`config.mk`:
```
export PLATFORM = sky130hd
export DESIGN_NAME = smf_top
export DESIGN_NICKNAME = d
export VERILOG_FILES = /design/src/hw/smf_pkg.sv /design/src/hw/smf_filter.sv /design/src/hw/smf_top.sv
export SDC_FILE = /design/constraint.sdc
export NUM_CORES = 1
export LEC_CHECK = 0
export BUFFER_PORTS_ARGS = -buffer_cell sky130_fd_sc_hd__buf_2
export CAP_MARGIN = 30
export CORE_MARGIN = 3
export CORE_UTILIZATION = 50
export DETAILED_ROUTE_END_ITERATION = 16
export GPL_ROUTABILITY_DRIVEN = 1
export PLACE_DENSITY = 0.68
export SYNTH_ARGS = -nofsm -noshare
export SYNTH_HDL_FRONTEND = slang
export SYNTH_HIERARCHICAL = 1
export SYNTH_SLANG_ARGS = --single-unit
```
`constraint.sdc`:
```
create_clock -name clk_i -period 2 [get_ports clk_i]
set_clock_uncertainty 0.1 [all_clocks]
set_input_delay 0.2 -clock clk_i [delete_from_list [all_inputs] [get_ports clk_i]]
set_output_delay 0.2 -clock clk_i [all_outputs]
set_load 0.05 [all_outputs]
```
`src/hw/smf_pkg.sv`:
```
// package: register map, bit positions and timing constants of the supply monitor
package smf_pkg;
  // register word addresses (byte offsets on the wishbone bus)
  localparam logic [3:0] ADDR_MON_STAT_ONE = 4'h0;
  localparam logic [3:0] ADDR_MON_STAT_TWO = 4'h4;
  localparam logic [3:0] ADDR_SAFETY_STAT_ONE = 4'h8;
  localparam logic [3:0] ADDR_CONTROL = 4'hc;
  // monitor_status_one bit positions
  localparam int S1_MON_ANALOG = 2;
  localparam int S1_LOW_PUMP_UV = 3;
  localparam int S1_LOW_PUMP_OV = 4;
  localparam int S1_HIGH_PUMP_OV = 5;
  localparam int S1_BATT_UV = 6;
  localparam int S1_BATT_OV = 7;
  // monitor_status_two bit positions
  localparam int S2_CORE_UV = 0;
  localparam int S2_CORE_OV = 1;
  localparam int S2_IO_UV = 2;
  localparam int S2_IO_OV = 3;
  localparam int S2_CAN_UV = 4;
  localparam int S2_CAN_OV = 5;
  localparam int S2_PREREG_UV = 6;
  localparam int S2_PREREG_OV = 7;
  // safety_status_one bit positions
  localparam int SF_SENSOR_OV = 4;
  localparam int SF_SENSOR_UV = 5;
  // control register bit positions
  localparam int CTL_BATT_OV_MASK = 0;
  localparam int CTL_CORE_UNMASK = 1;
  localparam int CTL_TRACK_MODE = 2;
  localparam int CTL_DRIVE_EN = 3;
  localparam logic [7:0] CTL_RESET = 8'h00;
  // interrupt registers: status, clear (write-only) and enable
  localparam logic [3:0] ADDR_IRQ_STAT = 4'h0;
  localparam logic [3:0] ADDR_IRQ_CLEAR = 4'h4;
  localparam logic [3:0] ADDR_IRQ_EN = 4'h8;
  localparam logic [7:0] IRQ_BASE = 8'h10;
  localparam int IRQ_STANDBY = 0;
  localparam int IRQ_RESET = 1;
  localparam int IRQ_FLAG = 2;
  localparam logic [7:0] IRQ_EN_RESET = 8'h00;
  // comparator filter time and cycle count at 100 MHz
  localparam int CLK_MHZ = 100;
  localparam int FILTER_TIME_US = 15;
  localparam int FILTER_CYCLES = FILTER_TIME_US * CLK_MHZ;
  localparam int FILTER_W = 11;
  // device states
  typedef enum logic [1:0] {
    SMF_ACTIVE = 2'b00,
    SMF_RESET = 2'b01,
    SMF_STANDBY = 2'b10
  } smf_state_e;
endpackage : smf_pkg

```
`src/hw/smf_filter.sv`:
```
// module: two-flop synchroniser plus stable-time glitch filter for one comparator
module smf_filter (
  // clock and reset
  input wire logic clk_i,
  input wire logic rst_i,
  // raw comparator and filtered level
  input wire logic raw_i,
  output logic filt_o
);
  logic sync0_r;
  logic sync1_r;
  logic [smf_pkg::FILTER_W-1:0] cnt_r;

  always_ff @(posedge clk_i) begin
    if (rst_i) begin
      sync0_r <= 1'b0;
      sync1_r <= 1'b0;
    end else begin
      sync0_r <= raw_i;
      sync1_r <= sync0_r;
    end
  end

  // output follows the input only after it stood stable for the filter time
  always_ff @(posedge clk_i) begin
    if (rst_i) begin
      cnt_r <= '0;
      filt_o <= 1'b0;
    end else if (sync1_r == filt_o) begin
      cnt_r <= '0;
    end else if (cnt_r == smf_pkg::FILTER_W'(smf_pkg::FILTER_CYCLES - 1)) begin
      cnt_r <= '0;
      filt_o <= sync1_r; // RL16
    end else begin
      cnt_r <= cnt_r + 1'b1;
    end
  end
endmodule // smf_filter

```
`src/hw/smf_top.sv`:
```
// module: fault response of the multirail supply supervisor, wishbone slave
// Behaviour
// [RL1] battery undervoltage: status one bit 6, standby, reset and enable low
// [RL2] battery overvoltage: status one bit 7; reset state unless masked
// [RL3] prereg rail under/over: status two bits 6/7 only
// [RL4] can rail: uv bit 4; ov bit 5 and enable low
// [RL5] io rail uv: status two bit 2, reset state, both outputs low
// [RL6] io rail ov: status two bit 3, enable low, no state change
// [RL7] core rail uv: bit 0 always; reset and outputs only when unmasked
// [RL8] core rail ov: bit 1; enable low only when unmasked
// [RL9] sensor rail uv bit 5, ov bit 4; tracking or main reference
// [RL10] high pump ov: status one bit 5, standby, both outputs low
// [RL11] low pump uv: status one bit 3, nothing else
// [RL12] low pump ov: bit 4, dependent rails down, standby, outputs low
// [RL13] monitor analog rail fault: bit 2, power-on reset, standby
// [RL14] analog rail uv: power-on reset, standby; overvoltage ignored
// [RL15] flag reads one while supply out of band, zero when within
// [RL16] comparator outputs are glitch filtered before flags are set
// [RL17] standby causes beat reset causes; all flags still set
module smf_top (
  // clock and reset
  input wire logic clk_i,
  input wire logic rst_i,
  // wishbone slave
  input wire logic cyc_i,
  input wire logic stb_i,
  input wire logic we_i,
  input wire logic [3:0] adr_i,
  input wire logic [3:0] sel_i,
  input wire logic [31:0] dat_i,
  output logic [31:0] dat_o,
  output logic ack_o,
  // raw comparator outputs, high while the fault condition holds
  input wire logic batt_uv_i,
  input wire logic batt_ov_i,
  input wire logic prereg_uv_i,
  input wire logic prereg_ov_i,
  input wire logic can_uv_i,
  input wire logic can_ov_i,
  input wire logic io_uv_i,
  input wire logic io_ov_i,
  input wire logic core_uv_i,
  input wire logic core_ov_i,
  input wire logic sensor_main_uv_i,
  input wire logic sensor_main_ov_i,
  input wire logic sensor_track_uv_i,
  input wire logic sensor_track_ov_i,
  input wire logic high_pump_ov_i,
  input wire logic low_pump_uv_i,
  input wire logic low_pump_ov_i,
  input wire logic mon_analog_uv_i,
  input wire logic mon_analog_ov_i,
  input wire logic analog_uv_i,
  // device outputs
  output logic mcu_reset_out_n_o,
  output logic drive_enable_out_o,
  output logic power_on_reset_o,
  output logic rails_down_o,
  output logic [1:0] state_o,
  output logic irq_o
);
  localparam int NCMP = 20;

  logic [NCMP-1:0] raw;
  logic [NCMP-1:0] flt;
  logic [7:0] stat_one;
  logic [7:0] stat_two;
  logic [7:0] safety_one;
  logic [7:0] ctl_r;
  logic [7:0] irq_stat_r;
  logic [7:0] irq_en_r;
  logic [7:0] irq_ev;
  logic [7:0] flags_prev_r;
  logic standby_req;
  logic reset_req;
  logic drive_enable_out_kill;
  logic sensor_uv;
  logic sensor_ov;
  logic wr_stb;
  logic rd_stb;
  logic ack_r;
  smf_pkg::smf_state_e state_r;
  smf_pkg::smf_state_e state_nxt;

  assign raw = {analog_uv_i, mon_analog_ov_i, mon_analog_uv_i,
                low_pump_ov_i, low_pump_uv_i, high_pump_ov_i,
                sensor_track_ov_i, sensor_track_uv_i,
                sensor_main_ov_i, sensor_main_uv_i,
                core_ov_i, core_uv_i, io_ov_i, io_uv_i,
                can_ov_i, can_uv_i, prereg_ov_i, prereg_uv_i,
                batt_ov_i, batt_uv_i};

  // one filter per comparator, each with its own synchroniser
  genvar g;
  generate
    for (g = 0; g < NCMP; g++) begin : g_flt
      smf_filter u_flt (
        .clk_i(clk_i),
        .rst_i(rst_i),
        .raw_i(raw[g]),
        .filt_o(flt[g])
      );
    end
  endgenerate

  // filtered level names
  logic f_batt_uv, f_batt_ov, f_pre_uv, f_pre_ov, f_can_uv, f_can_ov;
  logic f_io_uv, f_io_ov, f_core_uv, f_core_ov, f_hp_ov, f_lp_uv, f_lp_ov;
  logic f_ma_uv, f_ma_ov, f_an_uv;
  assign f_batt_uv = flt[0];
  assign f_batt_ov = flt[1];
  assign f_pre_uv = flt[2];
  assign f_pre_ov = flt[3];
  assign f_can_uv = flt[4];
  assign f_can_ov = flt[5];
  assign f_io_uv = flt[6];
  assign f_io_ov = flt[7];
  assign f_core_uv = flt[8];
  assign f_core_ov = flt[9];
  assign f_hp_ov = flt[14];
  assign f_lp_uv = flt[15];
  assign f_lp_ov = flt[16];
  assign f_ma_uv = flt[17];
  assign f_ma_ov = flt[18];
  assign f_an_uv = flt[19];

  // sensor rail compares against tracking input or main reference
  assign sensor_uv = ctl_r[smf_pkg::CTL_TRACK_MODE] ? flt[12] : flt[10]; // RL9
  assign sensor_ov = ctl_r[smf_pkg::CTL_TRACK_MODE] ? flt[13] : flt[11]; // RL9

  // flags are live levels: set while out of band, clear when back in
  always_comb begin
    stat_one = 8'h00;
    stat_two = 8'h00;
    safety_one = 8'h00;
    stat_one[smf_pkg::S1_BATT_UV] = f_batt_uv; // RL1 RL15
    stat_one[smf_pkg::S1_BATT_OV] = f_batt_ov; // RL2
    stat_one[smf_pkg::S1_HIGH_PUMP_OV] = f_hp_ov; // RL10
    stat_one[smf_pkg::S1_LOW_PUMP_UV] = f_lp_uv; // RL11
    stat_one[smf_pkg::S1_LOW_PUMP_OV] = f_lp_ov; // RL12
    stat_one[smf_pkg::S1_MON_ANALOG] = f_ma_uv | f_ma_ov; // RL13
    stat_two[smf_pkg::S2_PREREG_UV] = f_pre_uv; // RL3
    stat_two[smf_pkg::S2_PREREG_OV] = f_pre_ov; // RL3
    stat_two[smf_pkg::S2_CAN_UV] = f_can_uv; // RL4
    stat_two[smf_pkg::S2_CAN_OV] = f_can_ov; // RL4
    stat_two[smf_pkg::S2_IO_UV] = f_io_uv; // RL5
    stat_two[smf_pkg::S2_IO_OV] = f_io_ov; // RL6
    stat_two[smf_pkg::S2_CORE_UV] = f_core_uv; // RL7
    stat_two[smf_pkg::S2_CORE_OV] = f_core_ov; // RL8
    safety_one[smf_pkg::SF_SENSOR_UV] = sensor_uv; // RL9
    safety_one[smf_pkg::SF_SENSOR_OV] = sensor_ov; // RL9
  end

  // power-on reset from the analog rails; analog overvoltage has no input
  assign power_on_reset_o = f_ma_uv | f_ma_ov | f_an_uv; // RL13 RL14

  // low pump overvoltage takes the can, io and core rails out of service
  assign rails_down_o = f_lp_ov; // RL12

  assign standby_req = f_batt_uv | f_hp_ov | f_lp_ov // RL1 RL10 RL12
                       | power_on_reset_o; // RL13 RL14

  assign reset_req = (f_batt_ov & ~ctl_r[smf_pkg::CTL_BATT_OV_MASK]) // RL2
                     | f_io_uv // RL5
                     | (f_core_uv & ctl_r[smf_pkg::CTL_CORE_UNMASK]); // RL7

  // enable-only kills; prereg and low pump uv do not appear here
  assign drive_enable_out_kill = f_can_ov // RL4
                      | f_io_ov // RL6
                      | (f_core_ov & ctl_r[smf_pkg::CTL_CORE_UNMASK]); // RL8

  // states are held only while a cause stands; release returns to active
  always_comb begin
    case (state_r)
      smf_pkg::SMF_ACTIVE,
      smf_pkg::SMF_RESET,
      smf_pkg::SMF_STANDBY: begin
        if (standby_req) begin
          state_nxt = smf_pkg::SMF_STANDBY; // RL17
        end else if (reset_req) begin
          state_nxt = smf_pkg::SMF_RESET;
        end else begin
          state_nxt = smf_pkg::SMF_ACTIVE;
        end
      end
      default: state_nxt = smf_pkg::SMF_ACTIVE;
    endcase
  end

  always_ff @(posedge clk_i) begin
    if (rst_i) begin
      state_r <= smf_pkg::SMF_STANDBY;
    end else begin
      state_r <= state_nxt;
    end
  end

  assign state_o = state_r;

  // reset output held low outside active, enable further gated by kills
  always_ff @(posedge clk_i) begin
    if (rst_i) begin
      mcu_reset_out_n_o <= 1'b0;
      drive_enable_out_o <= 1'b0;
    end else begin
      mcu_reset_out_n_o <= (state_nxt == smf_pkg::SMF_ACTIVE); // RL1 RL5
      drive_enable_out_o <= (state_nxt == smf_pkg::SMF_ACTIVE)
                            & ~drive_enable_out_kill // RL4 RL6 RL8
                            & ctl_r[smf_pkg::CTL_DRIVE_EN];
    end
  end

  // interrupt events: entry into standby, into reset, any bit rising in the OR of the three flag registers
  always_ff @(posedge clk_i) begin
    if (rst_i) begin
      flags_prev_r <= 8'h00;
    end else begin
      flags_prev_r <= stat_one | stat_two | safety_one;
    end
  end

  always_comb begin
    irq_ev = 8'h00;
    irq_ev[smf_pkg::IRQ_STANDBY] = (state_nxt == smf_pkg::SMF_STANDBY)
                                   & (state_r != smf_pkg::SMF_STANDBY);
    irq_ev[smf_pkg::IRQ_RESET] = (state_nxt == smf_pkg::SMF_RESET)
                                 & (state_r != smf_pkg::SMF_RESET);
    irq_ev[smf_pkg::IRQ_FLAG] = |((stat_one | stat_two | safety_one)
                                  & ~flags_prev_r);
  end

  // wishbone: one wait state, ack is a registered single-cycle pulse
  assign wr_stb = cyc_i & stb_i & we_i & ~ack_r & sel_i[0];
  assign rd_stb = cyc_i & stb_i & ~we_i & ~ack_r;

  always_ff @(posedge clk_i) begin
    if (rst_i) begin
      ack_r <= 1'b0;
    end else begin
      ack_r <= cyc_i & stb_i & ~ack_r;
    end
  end

  assign ack_o = ack_r;

  always_ff @(posedge clk_i) begin
    if (rst_i) begin
      ctl_r <= smf_pkg::CTL_RESET;
    end else if (wr_stb && adr_i == smf_pkg::ADDR_CONTROL) begin
      ctl_r <= dat_i[7:0];
    end
  end

  always_ff @(posedge clk_i) begin
    if (rst_i) begin
      irq_en_r <= smf_pkg::IRQ_EN_RESET;
    end else if (wr_stb && sel_i[1] && adr_i == smf_pkg::ADDR_IRQ_EN) begin
      irq_en_r <= dat_i[7:0];
    end
  end

  // an event in the clear cycle survives: set wins over clear
  always_ff @(posedge clk_i) begin
    if (rst_i) begin
      irq_stat_r <= 8'h00;
    end else if (wr_stb && sel_i[1] && adr_i == smf_pkg::ADDR_IRQ_CLEAR) begin
      irq_stat_r <= (irq_stat_r & ~dat_i[7:0]) | irq_ev;
    end else begin
      irq_stat_r <= irq_stat_r | irq_ev;
    end
  end

  assign irq_o = |(irq_stat_r & irq_en_r);

  // read mux; sel_i[1] picks the irq bank
  // limitation: the 4-bit address window folds the irq bank onto a page
  // chosen by sel_i[1]; unmapped reads return zero
  always_ff @(posedge clk_i) begin
    if (rst_i) begin
      dat_o <= 32'h0000_0000;
    end else if (rd_stb) begin
      if (sel_i[1]) begin
        case (adr_i)
          smf_pkg::ADDR_IRQ_STAT: dat_o <= {24'h00_0000, irq_stat_r};
          smf_pkg::ADDR_IRQ_EN: dat_o <= {24'h00_0000, irq_en_r};
          default: dat_o <= 32'h0000_0000;
        endcase
      end else begin
        case (adr_i)
          smf_pkg::ADDR_MON_STAT_ONE: dat_o <= {24'h00_0000, stat_one};
          smf_pkg::ADDR_MON_STAT_TWO: dat_o <= {24'h00_0000, stat_two};
          smf_pkg::ADDR_SAFETY_STAT_ONE: dat_o <= {24'h00_0000, safety_one};
          smf_pkg::ADDR_CONTROL: dat_o <= {24'h00_0000, ctl_r};
          default: dat_o <= 32'h0000_0000;
        endcase
      end
    end else begin
      dat_o <= 32'h0000_0000;
    end
  end
endmodule // smf_top

```
==> run metrics <==
VDD IR max 657.9 uV; fraction of layout cells with a size suffix above 1 0.2037; synth warn 6; syn avg cell area 10.05 sq um; DRC Markers 0; row cnt 62; RSZ-0062 raised after global routing false; Max FO, Critical Path 8; first-pass GRT wire length between 50 and 60 mm; port bufs 54; total track usage 0.1905; CP Launch Type flop; Cells after DPL 1915; Post-synth ARST share 0; max cap viols 0; # setup viols final 0; fill count around 2.5k; Synth Register Bits 325; area grow syn2layout 15.75%; gr ovfl total 0; RD Place Congestion ~0.80; CTS H-tree depth 2; most common cell in the netlist dfxtp_1; worst path arrival time 2.28 ns; sequential share of the synthesized area 0.4390; Synth Cell Area about 15000 sq um; top cells by area, synth dfxtp_1 (44%), a211oi_2 (4.8%), o31ai_1 (4.1%); Starting Density 0.5122; Die Height 178.2 microns; Slew Limit Fails 0; NumNets Final approximately 1.7k; CTS tree built; Final Power 13.45 mW; Power per Cell Area a little under 800 nW/um^2; Post-DRT Antenna Nets 0; Max Root-Sink Buffers 3; Synth Instances 1474; worst path required time 2.34 ns; Hold WC Path Type primary input to flop; CTS root buf clkbuf_16; Least-Margin Pin Slew 0.5269 ns; run status finished, final reports clean; commonest cells in the netlist dfxtp_1 (325), nor3_1 (84), o31ai_1 (81); initial antenna violation count 2; Synth area leader dfxtp_1; Die Width 178.2 microns; dominant synthesized flop cell dfxtp_1; Fin. Hold Viols 0; CTS Buf Count 35; EDFF count, synth 0; Finished Cell Area 17150 sq um; min Tclk post-route about 1.9 ns; final setup TNS 0 ns; fin cells 2011; hpwl dp 21.14 mm; DRT Pass-1 Iters 4; P_leak 5.491 nW; top-area cell type share of the netlist area 0.4390; WS Path Type flop to flop; Vias/cell around 5.7; Netlist cell types 58; Core Box Area a little under 30000 sq um; pin count of the biggest net entering global routing 41; vias in the first global route 10.80k; Skew-Pair Late Insertion Delay 0.50 ns; die area 31740 sq um; Critical Path Sink Type flop; clock-pin slew of the registers on the worst-case setup and hold paths 0.06 ns; Max Clk Rate 515.7 MHz; crit share post-route 0.9696; final hold slack 0.02900 ns; Detailed Route Iter0 Violations around 660; placed inst area 15640 sq um; vias between 10k and 15k; CTS sink cnt approximately 330; # IOs approximately 110; drt total wl about 30 mm; WL/cell 15.05 microns; relative slew slack 0.6458
==> cells in the final DEF, fill, tap and decap left out, types with 53 or more instances in the layout <==
master / instances
dfxtp_1: 325
nor3_1: 84
o31ai_1: 81
nand2_1: 67
nand2b_1: 65
or4_1: 61
xor2_1: 60
a211oi_1: 58
a211oi_2: 57
buf_4: 55
buf_2: 53
==> power by group <==
group	switching [mW]	leakage, nW	internal (mW)
sequential	0.0301	2.63	6.53
clock	2.47	0.570	3.98
combinational	0.273	2.29	0.164
==> worst max-delay path, cell delays in order, from the launching register on <==
cell and delay, ns:
dfxtp_1 0.32, nand3b_1 0.18, or3_4 0.41, nor4_1 0.28, dlygate4sd3_1 0.60
==> through the flow <==
| step | setup slack [ns] | utilization |
|---|---|---|
| finish | 0.06086 | 0.5928 |
| floorplan | 0.2571 | - |
| CTS | 0.04373 | 0.5921 |
| detailed placement | 0.2949 | 0.5404 |
| global placement | 0.3076 | 0.5404 |
| global route | 0.02163 | 0.5928 |
==> final timing paths <==
path	start	endpoint	cells after the start	slack (ns)
min reg2reg	g_flt[2].u_flt/sync0_r$_SDFF_PP0_	g_flt[2].u_flt/sync1_r$_SDFF_PP0_	1	0.33
max reg2reg	ack_o$_SDFF_PP0_	dat_o[1]$_SDFF_PP0_	4	0.06
max	ack_o$_SDFF_PP0_	dat_o[1]$_SDFF_PP0_	4	0.06
min	rst_i	g_flt[2].u_flt/sync1_r$_SDFF_PP0_	2	0.03
==> layer usage <==
layer	vias to the layer above	track usage	share of wire
met3	41	0.03193	0.035
met2	144	0.3230	0.48
li1	5782	-	-
met4	0	0.04941	0.018
met1	5486	0.2521	0.47
met5	-	0	0
==> what timing repair did <==
action	4_1_cts	5_1_grt
endpoints found under the setup margin	0	1
hold buffers	33	1
gates resized for setup	0	1
setup buffers	0	0
endpoints found under the hold margin	47	6
==> layout make-up <==
type	instances	area (sq um)	share of cell area
inverters	5	18.77	0.001094
repair buffers	143	1039	0.06054
well taps	384	480.5	0.02801
flip-flops and latches	325	6506	0.3793
diodes	2	5.005	0.0002918
multi-input cells	1092	7939	0.4628
clock inverters	10	130.1	0.007586
clock buffers	50	1035	0.06033
==> cell families after synthesis <==
logic type | after synthesis | synth area share
muxes | 52 | 0.03664
AOI/OAI and AO/OA | 276 | 0.1502
other | 1 | 0.0002530
buffers and inverters | 80 | 0.03141
and+or+nand+nor | 640 | 0.2783
DFF | 325 | 0.4390
adders and majority gates | 20 | 0.01689
xor gates and xnor gates | 80 | 0.04728
==> registers in the layout, indices dropped and copies added (netlist names) <==
| signal | cells |
|---|---|
| ack_o | 1 |
| irq_en_r | 8 |
| g_flt.u_flt/cnt_r | 220 |
| drive_enable_out_o | 1 |
| mcu_reset_out_n_o | 1 |
| g_flt.u_flt/sync1_r | 20 |
| ctl_r | 8 |
| state_o | 2 |
| irq_stat_r | 8 |
| dat_o | 8 |
| g_flt.u_flt/filt_o | 20 |
| flags_prev_r | 8 |
| g_flt.u_flt/sync0_r | 20 |
Power figures use the tool's default switching activity.
